`src/inc/sdl_pkg.sv`:
```
// Shared constants and types of the serial converter loader link
// Function
// Input latch loads only while its enable is low
// Converter latch loads only while its enable is low
// Serial clock strobes data into enabled latches
// Clear zeroes both latches regardless of clock
// Serial output follows the input latch
// Chain of N needs 16N clocks per load
// Chain updates together with one shared enable
// Parallel devices load within sixteen clocks each
// Output enables driven together or one by one
// Controls active low; latches hold when disabled
// Words are straight binary, most significant first
// Cleared converter latch holds code zero
// Input latch shifts; output is shifted-out MSB
// Enables stable per strobe; no update mid-shift
package sdl_pkg;
    // ------------------------------------------------------------
    // Widths and depths
    // ------------------------------------------------------------
    localparam int WORD_W = 16;
    localparam int BIT_CNT_W = 4;
    localparam int FIFO_DEPTH = 8;
    localparam int FIFO_W = WORD_W + 1;
    localparam int UPD_BIT = WORD_W;
    // ------------------------------------------------------------
    // Reset values and timing
    // ------------------------------------------------------------
    localparam logic [WORD_W-1:0] CLEAR_CODE = 16'h0000;
    localparam logic [BIT_CNT_W-1:0] LAST_BIT = 4'hf;
    // Serial clock half period in mclk cycles; 4 leaves room for the sync delay
    localparam logic [1:0] SCLK_HALF_LAST = 2'h3;
    // ------------------------------------------------------------
    // Host sequencer states
    // ------------------------------------------------------------
    typedef enum logic [1:0] {
        SDL_IDLE,
        SDL_SHIFT,
        SDL_XFER,
        SDL_CLEAR
    } sdl_host_state_e;
endpackage

```
`src/inc/sdl_link_if.sv`:
```
// Serial link between the loader host and one converter loader
`timescale 1ns/1ps
interface sdl_link_if;
    logic sclk;
    logic sdi;
    logic input_latch_enable_n;
    logic output_latch_enable_n;
    logic clear_n;
    logic cascade_serial_out;

    modport dev_mp (
        input sclk,
        input sdi,
        input input_latch_enable_n,
        input output_latch_enable_n,
        input clear_n,
        output cascade_serial_out
    );

    modport host_mp (
        output sclk,
        output sdi,
        output input_latch_enable_n,
        output output_latch_enable_n,
        output clear_n,
        input cascade_serial_out
    );
endinterface

```
`src/verilog/sdl_host.sv`:
```
// Loader host: word FIFO, serial clock divider and shift sequencer
`timescale 1ns/1ps
module sdl_fifo #(
    parameter int WIDTH = 17,
    parameter int DEPTH = 8
) (
    // Clock and reset
    input wire logic mclk,
    input wire logic reset,
    // Fill side
    input wire logic [WIDTH-1:0] in_data,
    input wire logic in_valid,
    output logic in_ready,
    // Drain side
    output logic [WIDTH-1:0] out_data,
    output logic out_valid,
    input wire logic out_ready
);
    localparam int PTR_W = $clog2(DEPTH);

    typedef struct packed {
        logic [DEPTH-1:0][WIDTH-1:0] mem;
        logic [PTR_W-1:0] wr;
        logic [PTR_W-1:0] rd;
        logic [PTR_W:0] count;
    } sdl_fifo_s;

    sdl_fifo_s st_q;
    sdl_fifo_s st_d;
    logic push;
    logic pop;

    function automatic logic [PTR_W-1:0] next_ptr(input logic [PTR_W-1:0] p);
        next_ptr = (p == PTR_W'(DEPTH - 1)) ? '0 : PTR_W'(p + 1'b1);
    endfunction

    assign in_ready = (st_q.count != (PTR_W + 1)'(DEPTH));
    assign out_valid = (st_q.count != '0);
    assign out_data = st_q.mem[st_q.rd];
    assign push = in_valid && in_ready;
    assign pop = out_valid && out_ready;

    always_comb begin
        st_d = st_q;
        if (push) begin
            st_d.mem[st_q.wr] = in_data;
            st_d.wr = next_ptr(st_q.wr);
        end
        if (pop) begin
            st_d.rd = next_ptr(st_q.rd);
        end
        if (push && !pop) begin
            st_d.count = st_q.count + 1'b1;
        end else if (pop && !push) begin
            st_d.count = st_q.count - 1'b1;
        end
    end

    always_ff @(posedge mclk or posedge reset) begin
        if (reset) begin
            st_q <= '0;
        end else begin
            st_q <= st_d;
        end
    end
endmodule

module sdl_host (
    // Clock and reset
    input wire logic mclk,
    input wire logic reset,
    // Word requests: data plus update-after-load flag
    input wire logic [sdl_pkg::WORD_W-1:0] word_data,
    input wire logic word_update,
    input wire logic word_valid,
    output logic word_ready,
    // Clear request and status
    input wire logic clear_req,
    output logic busy,
    output logic [sdl_pkg::WORD_W-1:0] readback_word,
    // Link
    sdl_link_if.host_mp link
);
    // ------------------------------------------------------------
    // State
    // ------------------------------------------------------------
    typedef struct packed {
        sdl_pkg::sdl_host_state_e state;
        logic [1:0] div;
        logic sclk;
        logic sdi;
        logic ile_n;
        logic ole_n;
        logic clr_n;
        logic [sdl_pkg::WORD_W-1:0] shreg;
        logic [sdl_pkg::BIT_CNT_W-1:0] bitcnt;
        logic upd;
        logic clr_pend;
        logic sdo_s1;
        logic sdo_s2;
        logic [sdl_pkg::WORD_W-1:0] rdbk_sh;
        logic [sdl_pkg::WORD_W-1:0] rdbk;
    } sdl_host_s;

    sdl_host_s st_q;
    sdl_host_s st_d;
    logic [sdl_pkg::FIFO_W-1:0] fifo_out;
    logic fifo_valid;
    logic fifo_pop;
    logic fall;
    logic rise;

    // ------------------------------------------------------------
    // Word buffer
    // ------------------------------------------------------------
    // Drained only at idle strobe boundaries, so it backs up onto word_ready
    sdl_fifo #(
        .WIDTH(sdl_pkg::FIFO_W),
        .DEPTH(sdl_pkg::FIFO_DEPTH)
    ) u_fifo (
        .mclk(mclk),
        .reset(reset),
        .in_data({word_update, word_data}),
        .in_valid(word_valid),
        .in_ready(word_ready),
        .out_data(fifo_out),
        .out_valid(fifo_valid),
        .out_ready(fifo_pop)
    );

    // ------------------------------------------------------------
    // Sequencer
    // ------------------------------------------------------------
    // Link outputs only change at the falling strobe edge, keeping them
    // stable across every rising edge the devices sample on
    assign fall = st_q.sclk && (st_q.div == sdl_pkg::SCLK_HALF_LAST);
    assign rise = !st_q.sclk && (st_q.div == sdl_pkg::SCLK_HALF_LAST);
    assign fifo_pop = fall && (st_q.state == sdl_pkg::SDL_IDLE) && !st_q.clr_pend;

    always_comb begin
        st_d = st_q;
        st_d.sdo_s1 = link.cascade_serial_out;
        st_d.sdo_s2 = st_q.sdo_s1;
        if (clear_req) begin
            st_d.clr_pend = 1'b1;
        end
        if (st_q.div == sdl_pkg::SCLK_HALF_LAST) begin
            st_d.div = '0;
            st_d.sclk = !st_q.sclk;
        end else begin
            st_d.div = st_q.div + 1'b1;
        end
        // Bit leaving the far end, sampled just before the strobe moves it
        if (rise && (st_q.state == sdl_pkg::SDL_SHIFT)) begin
            st_d.rdbk_sh = {st_q.rdbk_sh[sdl_pkg::WORD_W-2:0], st_q.sdo_s2};
        end
        if (fall) begin
            case (st_q.state)
                sdl_pkg::SDL_IDLE: begin
                    if (st_q.clr_pend) begin
                        st_d.clr_n = 1'b0;
                        st_d.clr_pend = clear_req;
                        st_d.state = sdl_pkg::SDL_CLEAR;
                    end else if (fifo_valid) begin
                        st_d.shreg = fifo_out[sdl_pkg::WORD_W-1:0];
                        st_d.upd = fifo_out[sdl_pkg::UPD_BIT];
                        st_d.sdi = fifo_out[sdl_pkg::WORD_W-1];
                        st_d.ile_n = 1'b0;
                        st_d.bitcnt = '0;
                        st_d.state = sdl_pkg::SDL_SHIFT;
                    end
                end
                sdl_pkg::SDL_SHIFT: begin
                    if (st_q.bitcnt == sdl_pkg::LAST_BIT) begin
                        st_d.ile_n = 1'b1;
                        st_d.rdbk = st_q.rdbk_sh;
                        if (st_q.upd) begin
                            st_d.ole_n = 1'b0;
                            st_d.state = sdl_pkg::SDL_XFER;
                        end else begin
                            st_d.state = sdl_pkg::SDL_IDLE;
                        end
                    end else begin
                        st_d.shreg = {st_q.shreg[sdl_pkg::WORD_W-2:0], 1'b0};
                        st_d.sdi = st_q.shreg[sdl_pkg::WORD_W-2];
                        st_d.bitcnt = st_q.bitcnt + 1'b1;
                    end
                end
                sdl_pkg::SDL_XFER: begin
                    st_d.ole_n = 1'b1;
                    st_d.state = sdl_pkg::SDL_IDLE;
                end
                sdl_pkg::SDL_CLEAR: begin
                    st_d.clr_n = 1'b1;
                    st_d.state = sdl_pkg::SDL_IDLE;
                end
                default: begin
                    st_d.state = sdl_pkg::SDL_IDLE;
                end
            endcase
        end
    end

    always_ff @(posedge mclk or posedge reset) begin
        if (reset) begin
            st_q <= '0;
            st_q.state <= sdl_pkg::SDL_IDLE;
            st_q.ile_n <= 1'b1;
            st_q.ole_n <= 1'b1;
            st_q.clr_n <= 1'b1;
        end else begin
            st_q <= st_d;
        end
    end

    // ------------------------------------------------------------
    // Outputs
    // ------------------------------------------------------------
    assign link.sclk = st_q.sclk;
    assign link.sdi = st_q.sdi;
    assign link.input_latch_enable_n = st_q.ile_n;
    assign link.output_latch_enable_n = st_q.ole_n;
    assign link.clear_n = st_q.clr_n;
    assign busy = (st_q.state != sdl_pkg::SDL_IDLE) || fifo_valid || st_q.clr_pend;
    assign readback_word = st_q.rdbk;
endmodule

```
`src/flat_wrapper.sv`:
```
// flat-port wrapper written by rule: the top's interface ports become plain ports
module sdl_host_flat 
  (mclk, reset, word_data, word_update, word_valid, word_ready, clear_req, busy, readback_word, link_sclk, link_sdi, link_input_latch_enable_n, link_output_latch_enable_n, link_clear_n, link_cascade_serial_out);
  sdl_link_if link_i ();
  input wire logic mclk;
  input wire logic reset;
  input wire logic [sdl_pkg::WORD_W-1:0] word_data;
  input wire logic word_update;
  input wire logic word_valid;
  output logic word_ready;
  input wire logic clear_req;
  output logic busy;
  output logic [sdl_pkg::WORD_W-1:0] readback_word;
  output wire logic [$bits(link_i.sclk)-1:0] link_sclk;
  output wire logic [$bits(link_i.sdi)-1:0] link_sdi;
  output wire logic [$bits(link_i.input_latch_enable_n)-1:0] link_input_latch_enable_n;
  output wire logic [$bits(link_i.output_latch_enable_n)-1:0] link_output_latch_enable_n;
  output wire logic [$bits(link_i.clear_n)-1:0] link_clear_n;
  input wire logic [$bits(link_i.cascade_serial_out)-1:0] link_cascade_serial_out;
  assign link_sclk = link_i.sclk;
  assign link_sdi = link_i.sdi;
  assign link_input_latch_enable_n = link_i.input_latch_enable_n;
  assign link_output_latch_enable_n = link_i.output_latch_enable_n;
  assign link_clear_n = link_i.clear_n;
  assign link_i.cascade_serial_out = link_cascade_serial_out;
  sdl_host u_core (.mclk(mclk), .reset(reset), .word_data(word_data), .word_update(word_update), .word_valid(word_valid), .word_ready(word_ready), .clear_req(clear_req), .busy(busy), .readback_word(readback_word), .link(link_i));
endmodule
```
`config.mk`:
```
export PLATFORM = sky130hd
export DESIGN_NAME = sdl_host_flat
export DESIGN_NICKNAME = d
export VERILOG_FILES = /design/src/inc/sdl_pkg.sv /design/src/inc/sdl_link_if.sv /design/src/verilog/sdl_host.sv /design/src/flat_wrapper.sv
export SDC_FILE = /design/constraint.sdc
export NUM_CORES = 1
export LEC_CHECK = 0
export BUFFER_PORTS_ARGS = -buffer_cell sky130_fd_sc_hd__clkbuf_2
export CAP_MARGIN = 20
export CELL_PAD_IN_SITES_DETAIL_PLACEMENT = 0
export CELL_PAD_IN_SITES_GLOBAL_PLACEMENT = 1
export CORE_MARGIN = 2
export CORE_UTILIZATION = 52
export DETAILED_ROUTE_END_ITERATION = 12
export GPL_TIMING_DRIVEN = 0
export PLACE_DENSITY = 0.8
export SYNTH_ARGS = -nofsm -noshare
export SYNTH_HDL_FRONTEND = slang
export SYNTH_SLANG_ARGS = --single-unit
```
`constraint.sdc`:
```
create_clock -name mclk -period 7.5 [get_ports mclk]
set_input_delay 0.375 -clock mclk [delete_from_list [all_inputs] [get_ports mclk]]
set_output_delay 0.375 -clock mclk [all_outputs]
set_load 0.01 [all_outputs]
```
==> impl.org <==
** Status
- The run finished with clean final reports.

** Detailed routing
- Routed WL :: 19.0 mm
- After detailed routing, the number of remaining DRC violations is 0.
- Met2 layer wire length in the routed design :: 9.36 mm
- The first routing iteration left 213 violations.
- Using the TritonRoute via totals, the vias-per-cell ratio works out to 5.77.
- Signal routing reaches up to met4.
- Wire segments on met3 add up to 715 um in the final route.
- Post-DRT Antenna Nets :: 0
- For this run, the detailed router's first-pass iteration total came to 4.
- Length of routed wiring on met1 :: 8.41 mm
- After detailed routing, the average wire length per cell comes to 19.5 um.
- Detailed routing inserted a total of 5,595 vias.

** Clock tree
- Buffers inserted to repair hold after CTS numbered 2.
- After clock tree synthesis, the repair step resized 0 gates.
- Clock-pin slew was measured on the worst setup and hold paths at 60 ps.
- Clock root buffer :: clkbuf_16
- CTS Buf Count :: 23
- The number of setup buffers added after CTS is 0.
- TritonCTS built the clock tree.
- TritonCTS Sinks :: 210
- Maximum clock insertion buffer count :: 3
- In this run the number of H-tree levels came out at 1.
- Later-pin clock latency in the skew report :: 510 ps

** Floorplanning
- In this run the horizontal extent of the chip is 140 um.
- Starting Density :: 53.3%
- In this run the standard cell core region covers 18,000 um^2.
- In this run the core area contains 49 standard-cell rows.
- Die Y-Extent :: 140 um
- Total Die Area :: 19,600 um^2
- In this run the count of I/O pins placed on the die edge is 45.

** Placed design
- The congestion estimate from routability-driven global placement came to 0.767.
- # port buffers :: 44
- Placed cell area :: 10,100 um^2
- Half-perimeter wire length after detailed placement :: 12.8 mm
- Pre-CTS setup slack :: 3950 ps

** Yosys
- Register bit count reported by yosys :: 210
- Yosys instantiated no cell more often than dfrtp_1.
- Counting distinct cell types in the post-synthesis netlist gives 53.
- In this run the mean area of a mapped cell was 14.7 um^2.
- Synth Warn # :: 0
- After technology mapping, the gate count stands at 654.
- Area of the mapped netlist :: 9600 um^2
- For this run, the register share of the synthesized area comes to 54.8%.
- For this run, the leading register cell type out of synthesis is dfrtp_1.
- Yosys mapped a number of flops with a built-in enable equal to 0.
- Area share of the largest cell type after synthesis :: 53.9%
- Counting flops with an async set or reset pin after synthesis yields a share of 100%.
- Syn nets :: 691
- Counting instances in the post-synthesis netlist gives the leading cell types as dfrtp_1, mux2_2, nand2_1, mux4_2.
- Cells taking the most area after synthesis :: dfrtp_1, mux2_2, mux4_2
- The biggest area contributor in the post-synthesis netlist is dfrtp_1.

** Cells and area
- Cells fill 60.4% of the core in the end.
- Proportion of layout cells with a drive suffix above 1 :: 46.0%
- Final standard cell area without fillers :: 10,900 um^2
- After filler insertion, the fill cell instance count of the layout stands at 1,421.
- Post-layout nets :: 763
- The repair_antennas step left the layout with diodes totalling 0.
- Syn-to-layout area delta :: 13.4%

** Global routing
- The number of antenna violations at the first check in global routing was 0.
- Entering global routing, the biggest net connects 130 pins.
- All-Layer GR Usage :: 19.9%
- Wire length of the first global-routing pass :: 31.3 mm
- For this run the aggregate overflow at the end of global routing stands at 0.
- The number of global-route vias before repair came to 6,083.

** STA
- Setup repair after global routing left no endpoint under its margin.
- The total count of max-transition violations in the final report was 0.
- Number of endpoints with negative hold slack in the final report :: 0
- On the final layout, the worst clock skew is 8.12 ps.
- For the pin with the worst max-slew slack, the measured transition is 949 ps.
- The smallest clock period supported by the final layout is computed as 3560 ps.
- Final critical-path setup slack :: 3940 ps
- The worst pin sits at a relative slew slack of 35.9%.
- After layout, the worst path uses 47.5% of the clock period.
- Setup violations remaining at the end of the flow were counted as 0.
- Derived from the worst setup path, the maximum achievable clock frequency is 281 MHz.

** Critical path
- Kind of end point of the critical path :: register
- Cell family contributing the most delay on the critical path :: compound AO/OA/AOI/OAI gates
- Along the worst path, the maximum fanout reaches 6.
- At the worst endpoint, the required time is 7890 ps.
- Critical path cell sequence :: inv_1 -> ha_1 -> nand2b_1 -> nor3_1 -> inv_1 -> ha_1 -> inv_1 -> ha_1 -> a21o_1 -> a2111oi_0 -> a31oi_1 -> a221o_1
- STA classifies the critical path startpoint as a register.
- Crit path arrival time :: 3950 ps
- Critical path buffer and inverter count :: 3
- The largest individual stage delay along the critical path comes from the cell nor3_1.
- For this run, the slowest stage of the critical path takes 720 ps.
- CP Class :: register to register

** Power and ir drop
- The worst-case IR drop observed on VDD is 213 uV.
- Static leakage :: 4.99 nW
- In this run the power density over the cells is 343 nW/um^2.

** Run
- Across the run, the number of max-cap violations was 0.

** Hold path
- The min-delay analysis places its worst path in the category input port to register.
==> metrics by stage <==
step                      hold WS (ps)  setup TNS [ps]  power [W]  std cells
after floorplan                    331               0    0.00243        654
after global placement             345          -78920    0.00259        927
after detailed placement           344               0    0.00267        928
after CTS                         36.9               0    0.00377        970
after global routing              46.2               0    0.00394        970
final                             60.3               0    0.00374        970
==> cell type report <==
type                    instances  area, um^2  share of cell area [%]
clock inverters                 5        53.8                   0.494
well taps                     229         287                    2.63
multi-input cells             383        4000                    36.7
clock buffers                  35         671                    6.16
repair buffers                 47         268                    2.46
flip-flops and latches        210        5260                    48.3
inverters                       9        41.3                   0.379
plain buffers                  52         317                    2.91
==> logic make-up (layout without fill, tap and decap cells) <==
kind of cell	Yosys count	in the layout	synth area share, %
mux	228	228	30.3
flops	210	210	54.8
simple gates	81	81	4.87
buf+inv	61	148	3.65
compound gates	56	56	4.08
fa+ha+maj	15	15	2.03
xor+xnor	3	3	0.274
==> power by group <==
group | switching, W | internal [W] | total, W
Combinational | 0.000361 | 0.000559 | 0.000920
Sequential | 0.000200 | 0.00153 | 0.00173
Clock | 0.000438 | 0.000648 | 0.00109
Total | 0.000999 | 0.00274 | 0.00374
==> cells in the final DEF (no fill, tap or decap), types with 4 or more instances in the layout <==
cell / instances
mux2_2: 175
buf_4: 21
dfrtp_1: 207
nand3_1: 4
inv_1: 7
clkbuf_16: 23
clkbuf_1: 15
buf_1: 4
a21oi_1: 21
nand2_1: 41
nor2_1: 9
mux2i_1: 20
o22a_1: 14
buf_2: 16
mux4_2: 33
clkbuf_8: 5
clkbuf_2: 44
ha_1: 14
==> worst reg2reg max path, stage by stage, from the launching register on <==
cell and delay [ps]:
dfrtp_1 420, inv_1 120, ha_1 250, nand2b_1 120
nor3_1 720, inv_1 110, ha_1 240, inv_1 170
ha_1 270, a21o_1 210, a2111oi_0 430, a31oi_1 80
a221o_1 320
==> worst paths after layout <==
check | slack (ps) | cells after the start | startpoint | end
min | 60 | 2 | clear_req | u_core.st_q[34]
min in group asynchronous | 480 | 3 | reset | u_core.u_fifo.st_q[1]
min reg2reg | 350 | 0 | u_core.st_d[32] | u_core.st_q[32]
max reg2reg | 3940 | 12 | u_core.st_q[63] | u_core.u_fifo.st_q[3]
max | 3940 | 12 | u_core.st_q[63] | u_core.u_fifo.st_q[3]
max in group asynchronous | 5990 | 4 | reset | u_core.u_fifo.st_q[50]
==> sequential cells by signal (all words and copies together) (netlist names) <==
| name | flops |
|---|---|
| u_core.u_fifo.st_q | 146 |
| u_core.st_q | 42 |
| u_core.link.output_latch_enable_n | 1 |
| u_core.st_d | 1 |
| u_core.link.sdi | 1 |
| u_core.readback_word | 16 |
| u_core.link.sclk | 1 |
| u_core.link.clear_n | 1 |
| u_core.link.input_latch_enable_n | 1 |
==> layer usage <==
metal	vias up	GRT usage (%)
met1	2915	26.5
met4	0	5.58
li1	2543	-
met2	103	34.1
met3	34	3.42
met5	-	0
Note: power is estimated with default switching activity, not from simulation.
